==> config.mk <==
export PLATFORM = sky130hd
export DESIGN_NAME = tpl_latch
export DESIGN_NICKNAME = d
export VERILOG_FILES = /design/src/verilog/tpl_pkg.sv /design/src/verilog/tpl_trig_cond.sv /design/src/verilog/tpl_latch.sv
export VERILOG_INCLUDE_DIRS = /design/src /design/src/verilog
export SDC_FILE = /design/constraint.sdc
export NUM_CORES = 1
export LEC_CHECK = 0
export BUFFER_PORTS_ARGS = -buffer_cell sky130_fd_sc_hd__buf_2
export CORE_MARGIN = 5
export CORE_UTILIZATION = 39
export DETAILED_ROUTE_END_ITERATION = 12
export HOLD_SLACK_MARGIN = 0.12
export PLACE_DENSITY = 0.67
export SLEW_MARGIN = 20
export SYNTH_ARGS = -nofsm -noshare
export SYNTH_HDL_FRONTEND = slang
export SYNTH_SLANG_ARGS = --single-unit
export TNS_END_PERCENT = 100
==> constraint.sdc <==
create_clock -name core_clk -period 4.9 [get_ports core_clk]
set_input_delay 0.735 -clock core_clk [delete_from_list [all_inputs] [get_ports core_clk]]
set_output_delay 0.735 -clock core_clk [all_outputs]
set_load 0.05 [all_outputs]
==> src/verilog/tpl_params.svh <==
// Summary of operation
// A trigger event (first latch input, second latch input or encoder zero pulse) captures the feedback position.
// Two latch channels run side by side and may be armed and capture in the same cycle.
// Channel one is steered by the low byte of the probe control object written by the master.
// Channel one reports its state in the low byte of the probe state object.
// Every capture of channel one is stored as a signed 32-bit value in captured position one.
// Channel one triggers on the encoder zero pulse or on the first latch input, as its control byte selects.
// Channel two is steered by the high byte of the probe control object written by the master.
// Channel two reports its state in the high byte of the probe state object.
// Channel two triggers only on the second latch input and stores its capture in captured position two.
// The master does not use channel one while homing runs.
// When homing starts with channel one active, channel one is switched off.
// With control bit 1 or bit 9 clear the channel captures only the first event after arming.
// With control bit 1 or bit 9 set the channel captures on every trigger event.
// Pin routing and active polarity of both latch inputs are chosen by a configuration input.
// A capture sets the latched flag, and in single mode further events are ignored until re-armed.
// Clearing an enable bit disarms the channel and clears its flags while the captured value is kept.
`ifndef TPL_PARAMS_SVH
`define TPL_PARAMS_SVH

// Object indices
`define TPL_IDX_CTRL   16'h60b8
`define TPL_IDX_STATUS 16'h60b9
`define TPL_IDX_POS1   16'h60ba
`define TPL_IDX_POS2   16'h60bc

// Control byte fields, same layout in both bytes
`define TPL_CB_EN   0
`define TPL_CB_CONT 1
`define TPL_CB_SRC  2

// Channel two control bits in the full control word
`define TPL_CH2_BASE_EN   8
`define TPL_CH2_BASE_CONT 9

// State byte fields
`define TPL_SB_EN      0
`define TPL_SB_LATCHED 1
`define TPL_SB_TOGGLE  7

// Channel two state bits in the full state word, and the bits that always read 0
`define TPL_SB2_LATCHED 9
`define TPL_SB2_TOGGLE  15
`define TPL_STAT_UNUSED 16'h7c7c

// Routing nibble of the input configuration
`define TPL_CFG_POL     0
`define TPL_CFG_SEL_LSB 1
`define TPL_CFG_SEL_MSB 2
`define TPL_CFG_ONE_LSB 0
`define TPL_CFG_ONE_MSB 3
`define TPL_CFG_TWO_LSB 4
`define TPL_CFG_TWO_MSB 7

// Reset values
`define TPL_CTRL_RST 16'h0000
`define TPL_STAT_RST 16'h0000
`define TPL_POS_RST  32'h0000_0000
`define TPL_DATA_RST 32'h0000_0000

`endif

==> src/verilog/tpl_pkg.sv <==
package tpl_pkg;

   typedef enum logic [1:0] {
      TPL_IDLE,
      TPL_ARMED,
      TPL_DONE
   } tpl_chan_mode_t;

   typedef struct packed {
      tpl_chan_mode_t mode;
      logic           latched;
      logic           toggle;
   } tpl_chan_t;

   typedef struct packed {
      logic [15:0] index;
      logic        wr;
      logic        rd;
      logic [31:0] wdata;
   } tpl_obj_req_t;

   typedef struct packed {
      logic        ack;
      logic        hit;
      logic [31:0] rdata;
   } tpl_obj_rsp_t;

   typedef struct packed {
      logic [15:0]  ctrl;
      logic [15:0]  status;
      tpl_chan_t    ch1;
      tpl_chan_t    ch2;
      logic [31:0]  pos1;
      logic [31:0]  pos2;
      logic         zero_prev;
      tpl_obj_rsp_t rsp;
   } tpl_state_t;

   typedef struct packed {
      logic lvl_prev;
   } tpl_trig_state_t;

endpackage

==> src/verilog/tpl_trig_cond.sv <==
`timescale 1ns/1ps
`include "tpl_params.svh"

module tpl_trig_cond (
   // Clock and reset
   input  wire logic       core_clk,
   input  wire logic       rst,
   // Pins and routing
   input  wire logic [3:0] pins,
   input  wire logic [3:0] cfg,
   // Event
   output logic            edge_pulse
);

   tpl_pkg::tpl_trig_state_t s_reg;
   tpl_pkg::tpl_trig_state_t s_next;
   logic                     act_lvl;

   // Routed pin, inverted when the input is active low
   assign act_lvl = pins[cfg[`TPL_CFG_SEL_MSB:`TPL_CFG_SEL_LSB]] ^ cfg[`TPL_CFG_POL];

   // Active edge only, so a held level does not retrigger continuous mode
   assign edge_pulse = act_lvl & ~s_reg.lvl_prev;

   always_comb begin
      s_next          = s_reg;
      s_next.lvl_prev = act_lvl;
   end

   always_ff @(posedge core_clk) begin
      if (rst) begin
         s_reg.lvl_prev <= 1'b1;
      end else begin
         s_reg <= s_next;
      end
   end
endmodule

==> src/verilog/tpl_latch.sv <==
`timescale 1ns/1ps
`include "tpl_params.svh"

module tpl_latch (
   // Clock and reset
   input  wire logic                 core_clk,
   input  wire logic                 rst,
   // Latch pins and routing
   input  wire logic [3:0]           latch_pins,
   input  wire logic [7:0]           latch_input_config_param,
   input  wire logic                 enc_zero,
   // Drive state
   input  wire logic                 homing_active,
   input  wire logic signed [31:0]   fb_position,
   // Object access
   input  wire tpl_pkg::tpl_obj_req_t obj_req,
   output tpl_pkg::tpl_obj_rsp_t     obj_rsp,
   // Mapped objects
   output logic [15:0]               probe_control,
   output logic [15:0]               probe_state,
   output logic signed [31:0]        captured_position_one,
   output logic signed [31:0]        captured_position_two
);

   tpl_pkg::tpl_state_t s_reg;
   tpl_pkg::tpl_state_t s_next;

   logic latch_input_one;
   logic latch_input_two;
   logic zero_edge;
   logic ev1;
   logic ev2;
   logic cap1;
   logic cap2;
   logic ctrl_wr;
   logic cont1;
   logic cont2;

   // Capture is possible only from the armed state
   function automatic logic chan_cap(input tpl_pkg::tpl_chan_t cur, input logic ev);
      chan_cap = (cur.mode == tpl_pkg::TPL_ARMED) && ev;
   endfunction

   function automatic tpl_pkg::tpl_chan_t chan_next(
      input tpl_pkg::tpl_chan_t cur,
      input logic               old_en,
      input logic [7:0]         new_cb,
      input logic               wr,
      input logic               cap,
      input logic               kill
   );
      tpl_pkg::tpl_chan_t n;
      n = cur;
      if (wr && !new_cb[`TPL_CB_EN]) begin
         n.mode    = tpl_pkg::TPL_IDLE;
         n.latched = 1'b0;
         n.toggle  = 1'b0;
      end else if (wr && !old_en) begin
         n.mode    = tpl_pkg::TPL_ARMED;
         n.latched = 1'b0;
         n.toggle  = 1'b0;
      end
      // Hardware set wins over a same-cycle clear by the master
      if (cap) begin
         n.latched = 1'b1;
         n.toggle  = ~cur.toggle;
         if (!new_cb[`TPL_CB_CONT] && new_cb[`TPL_CB_EN] && n.mode == tpl_pkg::TPL_ARMED) begin
            n.mode = tpl_pkg::TPL_DONE;
         end
      end
      if (kill) begin
         n.mode    = tpl_pkg::TPL_IDLE;
         n.latched = 1'b0;
         n.toggle  = 1'b0;
      end
      chan_next = n;
   endfunction

   // State byte of one channel
   function automatic logic [7:0] stat_byte(input tpl_pkg::tpl_chan_t c);
      logic [7:0] b;
      b                  = 8'h00;
      b[`TPL_SB_EN]      = (c.mode != tpl_pkg::TPL_IDLE);
      b[`TPL_SB_LATCHED] = c.latched;
      b[`TPL_SB_TOGGLE]  = c.toggle;
      stat_byte          = b;
   endfunction

   tpl_trig_cond u_cond_one (
      .core_clk   (core_clk),
      .rst        (rst),
      .pins       (latch_pins),
      .cfg        (latch_input_config_param[`TPL_CFG_ONE_MSB:`TPL_CFG_ONE_LSB]),
      .edge_pulse (latch_input_one)
   );

   tpl_trig_cond u_cond_two (
      .core_clk   (core_clk),
      .rst        (rst),
      .pins       (latch_pins),
      .cfg        (latch_input_config_param[`TPL_CFG_TWO_MSB:`TPL_CFG_TWO_LSB]),
      .edge_pulse (latch_input_two)
   );

   assign zero_edge = enc_zero & ~s_reg.zero_prev;
   assign ctrl_wr   = obj_req.wr && (obj_req.index == `TPL_IDX_CTRL);
   assign ev1       = s_reg.ctrl[`TPL_CB_SRC] ? zero_edge : latch_input_one;
   assign ev2       = latch_input_two;
   // Homing takes channel one away even in the capture cycle
   assign cap1      = chan_cap(s_reg.ch1, ev1) && !homing_active;
   assign cap2      = chan_cap(s_reg.ch2, ev2);
   assign cont1     = s_reg.ctrl[`TPL_CB_CONT];
   assign cont2     = s_reg.ctrl[`TPL_CH2_BASE_CONT];

   always_comb begin
      s_next           = s_reg;
      s_next.zero_prev = enc_zero;
      if (ctrl_wr) begin
         s_next.ctrl = obj_req.wdata[15:0];
      end
      if (homing_active) begin
         s_next.ctrl[`TPL_CB_EN] = 1'b0;
      end
      s_next.ch1 = chan_next(s_reg.ch1, s_reg.ctrl[`TPL_CB_EN], s_next.ctrl[7:0],
                             ctrl_wr, cap1, homing_active);
      s_next.ch2 = chan_next(s_reg.ch2, s_reg.ctrl[`TPL_CH2_BASE_EN], s_next.ctrl[15:8],
                             ctrl_wr, cap2, 1'b0);
      if (cap1) begin
         s_next.pos1 = fb_position;
      end
      if (cap2) begin
         s_next.pos2 = fb_position;
      end
      s_next.status = {stat_byte(s_next.ch2), stat_byte(s_next.ch1)};
      // One-cycle answer to every access, hit only for a known object
      s_next.rsp.ack   = obj_req.wr | obj_req.rd;
      s_next.rsp.hit   = 1'b0;
      s_next.rsp.rdata = `TPL_DATA_RST;
      if (obj_req.wr) begin
         s_next.rsp.hit = ctrl_wr;
      end else if (obj_req.rd) begin
         unique case (obj_req.index)
            `TPL_IDX_CTRL: begin
               s_next.rsp.hit   = 1'b1;
               s_next.rsp.rdata = {16'h0000, s_reg.ctrl};
            end
            `TPL_IDX_STATUS: begin
               s_next.rsp.hit   = 1'b1;
               s_next.rsp.rdata = {16'h0000, s_reg.status};
            end
            `TPL_IDX_POS1: begin
               s_next.rsp.hit   = 1'b1;
               s_next.rsp.rdata = s_reg.pos1;
            end
            `TPL_IDX_POS2: begin
               s_next.rsp.hit   = 1'b1;
               s_next.rsp.rdata = s_reg.pos2;
            end
            default: begin
               s_next.rsp.hit   = 1'b0;
               s_next.rsp.rdata = `TPL_DATA_RST;
            end
         endcase
      end
   end

   always_ff @(posedge core_clk) begin
      if (rst) begin
         s_reg.ctrl      <= `TPL_CTRL_RST;
         s_reg.status    <= `TPL_STAT_RST;
         s_reg.ch1       <= '{mode: tpl_pkg::TPL_IDLE, latched: 1'b0, toggle: 1'b0};
         s_reg.ch2       <= '{mode: tpl_pkg::TPL_IDLE, latched: 1'b0, toggle: 1'b0};
         s_reg.pos1      <= `TPL_POS_RST;
         s_reg.pos2      <= `TPL_POS_RST;
         s_reg.zero_prev <= 1'b1;
         s_reg.rsp       <= '{ack: 1'b0, hit: 1'b0, rdata: `TPL_DATA_RST};
      end else begin
         s_reg <= s_next;
      end
   end

   assign obj_rsp               = s_reg.rsp;
   assign probe_control         = s_reg.ctrl;
   assign probe_state           = s_reg.status;
   assign captured_position_one = s_reg.pos1;
   assign captured_position_two = s_reg.pos2;
endmodule

==> flow_metrics.env <==
export IMPL_cp_data_required_time_ns=5.17
export IMPL_library_cell_occupying_the_most_area_in_the_post_synthesis_netlist="sky130_fd_sc_hd__dfxtp_1"
export IMPL_layout_nets=811
export IMPL_async_flop_share=0
export IMPL_row_count=44
export IMPL_gp_congestion=0.754
export IMPL_syn_to_final_growth_pct=13.2
export IMPL_worstSetupEndpointType="register"
export IMPL_timing_setup_critical_path_class="input port to register"
export IMPL_totalWireLength_um=14500
export IMPL_floorplan_initialDensity=0.396
export IMPL_chipWidth_um=131
export IMPL_synth_most_common_cell="sky130_fd_sc_hd__buf_4"
export IMPL_grt_max_degree=58
export IMPL_hold_ws_ns=0.465
export IMPL_final_setup_viol_count=0
export IMPL_grt_first_pass_wirelength_um=23100
export IMPL_synth_edf_count=0
export IMPL_die_h_um=131
export IMPL_max_freq_ghz=0.331
export IMPL_drt_first_pass_iters=7
export IMPL_synth_yosys_seq_area_share=0.443
export IMPL_detail_route_wl_per_cell_um=15.9
export IMPL_post_dp_hpwl_um=10200
export IMPL_grt_pass1_vias=4364
export IMPL_slew_headroom=0.349
export IMPL_number_of_antenna_violations_at_the_first_check_in_global_routing=0
export IMPL_worstSkewPairLatency_ns=0.41
export IMPL_total_die_area_sq_um=17200
export IMPL_synth_top_cells_by_area="sky130_fd_sc_hd__dfxtp_1 44%, sky130_fd_sc_hd__buf_4 18%, sky130_fd_sc_hd__nand2_1 7.1%"
export IMPL_final_critical_path_required_period_ns=3.03
export IMPL_synth_top_area_frac=0.443
export IMPL_numPlacedInstances=878
export IMPL_rsz_0062_raised_after_global_routing="false"
export IMPL_route_detailed_vias_per_inst=4.87
export IMPL_finish_instance_area_sq_um=6490
export IMPL_core_area_sq_um=14500
export IMPL_critical_path_arrival_ns=3.30
export IMPL_largest_register_ffs=34
export IMPL_hold_violations_final=0
export IMPL_io_pins=228
export IMPL_vias=4433
export IMPL_timing_final_max_slew_violations=0
export IMPL_cts_resized=0
export IMPL_crit_path_max_fanout=21
export IMPL_cell_area_after_technology_mapping_sq_um=5730
export IMPL_port_buffers=199
export IMPL_post_synth_inst_count=645
export IMPL_initialDrtViolationCount=227
export IMPL_placement_cell_area_sq_um=5900
export IMPL_clockRootBuffer="sky130_fd_sc_hd__clkbuf_16"
export IMPL_cts_repair_timing_setup_buffer_count=0
export IMPL_min_period_over_period=0.617
export IMPL_timing_critical_path_slowest_stage_cell="sky130_fd_sc_hd__and2_1"
export IMPL_netlist_top_cells_count="138 x sky130_fd_sc_hd__buf_4, 127 x sky130_fd_sc_hd__dfxtp_1, 109 x sky130_fd_sc_hd__nand2_1, 70 x sky130_fd_sc_hd__nor2_1, 59 x sky130_fd_sc_hd__a21oi_1"
export IMPL_htree_num_levels=4
export IMPL_crit_path_cell_trace="buf_2 > or4_4 > nor4_4 > buf_4 > and2_1 > nand2_1 > a21oi_1 > o21bai_1"
export IMPL_route_detailed_drc=0
export IMPL_clk_transition_reported_paths_ns=0.06
export IMPL_postSynthAreaPerCell_sq_um=8.89
export IMPL_synthesis_yosys_warnings=0
export IMPL_global_route_usage_total=0.165
export IMPL_ys_dominant_reg_cell="sky130_fd_sc_hd__dfxtp_1"
export IMPL_min_delay_path_class="register to register"
export IMPL_tritoncts="yes"
export IMPL_status="finished clean"
export IMPL_final_layout_size_suffix_gt1_frac=0.344
export IMPL_stdcell_count=911
export IMPL_overflow=0
export IMPL_power_mw=2.38
export IMPL_post_route_antenna_net_violation_count=0
export IMPL_postCtsHoldBufs=0
export IMPL_tritoncts_num_sinks=127
export IMPL_clk_path_buf_depth=2
export IMPL_crit_path_start_kind="input port"
export IMPL_final_setup_tns_ns=0
export IMPL_peakVddDrop_mv=0.200
export IMPL_netlist_cell_type_count=43
export IMPL_static_leakage_power_nw=2.73
export IMPL_postSynthRegisterBits=127
export IMPL_cap_viol_max_count=0
export IMPL_timing_critical_path_slowest_cell_delay_ns=0.68
export IMPL_final_setup_skew_ns=0.0110
export IMPL_nFillCells=1457
export IMPL_number_of_clock_buffers_inserted_by_tritoncts=17
export IMPL_worst_slew_pin_slew_ns=0.972
export IMPL_pwr_density_cell_nw_per_um2=367
-- cells in the final DEF, fill, tap and decap left out, drive strengths merged, types with 2 or more instances in the layout --
cell      count
clkinv        3
a222oi       16
conb         10
a22oi        16
mux2i        32
bufinv        2
a21oi        59
nand3b        4
nand2       109
clkinvlp      2
nor4          2
nand2b        4
clkbuf       24
nor3          6
nand4b        2
nand3         2
xnor2         2
buf         206
and3          2
nor2         71
nand4bb       2
o21ai         2
dfxtp       127
mux4          2
inv           2
and2          3
-- final timing paths --
kind | slack [ns] | from | depth (start not counted) | end
worst max-delay path | 1.87 | obj_req[43] | 8 | probe_state[8]
worst min-delay path | 0.46 | probe_control[5] | 2 | probe_control[5]
worst max register to register | 2.64 | probe_control[2] | 5 | captured_position_one[29]
worst min register to register | 0.46 | probe_control[5] | 2 | probe_control[5]
-- metal layers --
metal  routed length (um)  global-route usage
met1                 6100               0.200
met2                 7280               0.270
met3                  859              0.0501
met4                  270              0.0722
met5                    0                   0
-- worst max-delay path, delay by kind of cell --
family,cells,cell delay [ns]
compound gates,2,0.35
buf+inv,2,0.43
simple gates,4,1.78
-- through the flow --
step,worst slack [ns],utilization
2_1_floorplan,2.40,-
3_3_place_gp,1.41,0.407
3_5_place_dp,1.40,0.407
4_1_cts,1.84,0.448
5_1_grt,1.67,0.448
6_report,1.87,0.448
-- cell families (layout without fill, tap and decap cells) --
kind of cell	Yosys count	after routing	synth area share
AND/OR/NAND/NOR	212	212	0.167
buffers and inverters	167	239	0.203
flip-flops	127	127	0.443
AO/OA/AOI/OAI	101	101	0.117
multiplexers	35	35	0.0657
XOR/XNOR	2	2	0.00306
other	1	11	0.000654
-- power breakdown --
part           internal [mW]  switching (mW)  total, mW  leakage, nW
Clock                  0.803           0.449       1.25        0.287
Sequential              1.04         0.00114       1.04         1.02
Combinational         0.0330          0.0580     0.0910         1.42
-- area by class of cell --
type | instances | area [sq um] | share of cell area
Inverter | 1 | 3.75 | 0.000578
Tap cell | 184 | 230 | 0.0355
Multi-Input combinational cell | 360 | 2070 | 0.319
Clock buffer | 24 | 492 | 0.0757
Antenna cell | 1 | 2.50 | 0.000385
Sequential cell | 127 | 2540 | 0.392
Timing Repair Buffer | 206 | 1050 | 0.161
Clock inverter | 8 | 103 | 0.0158
Power figures use the tool's default switching activity.
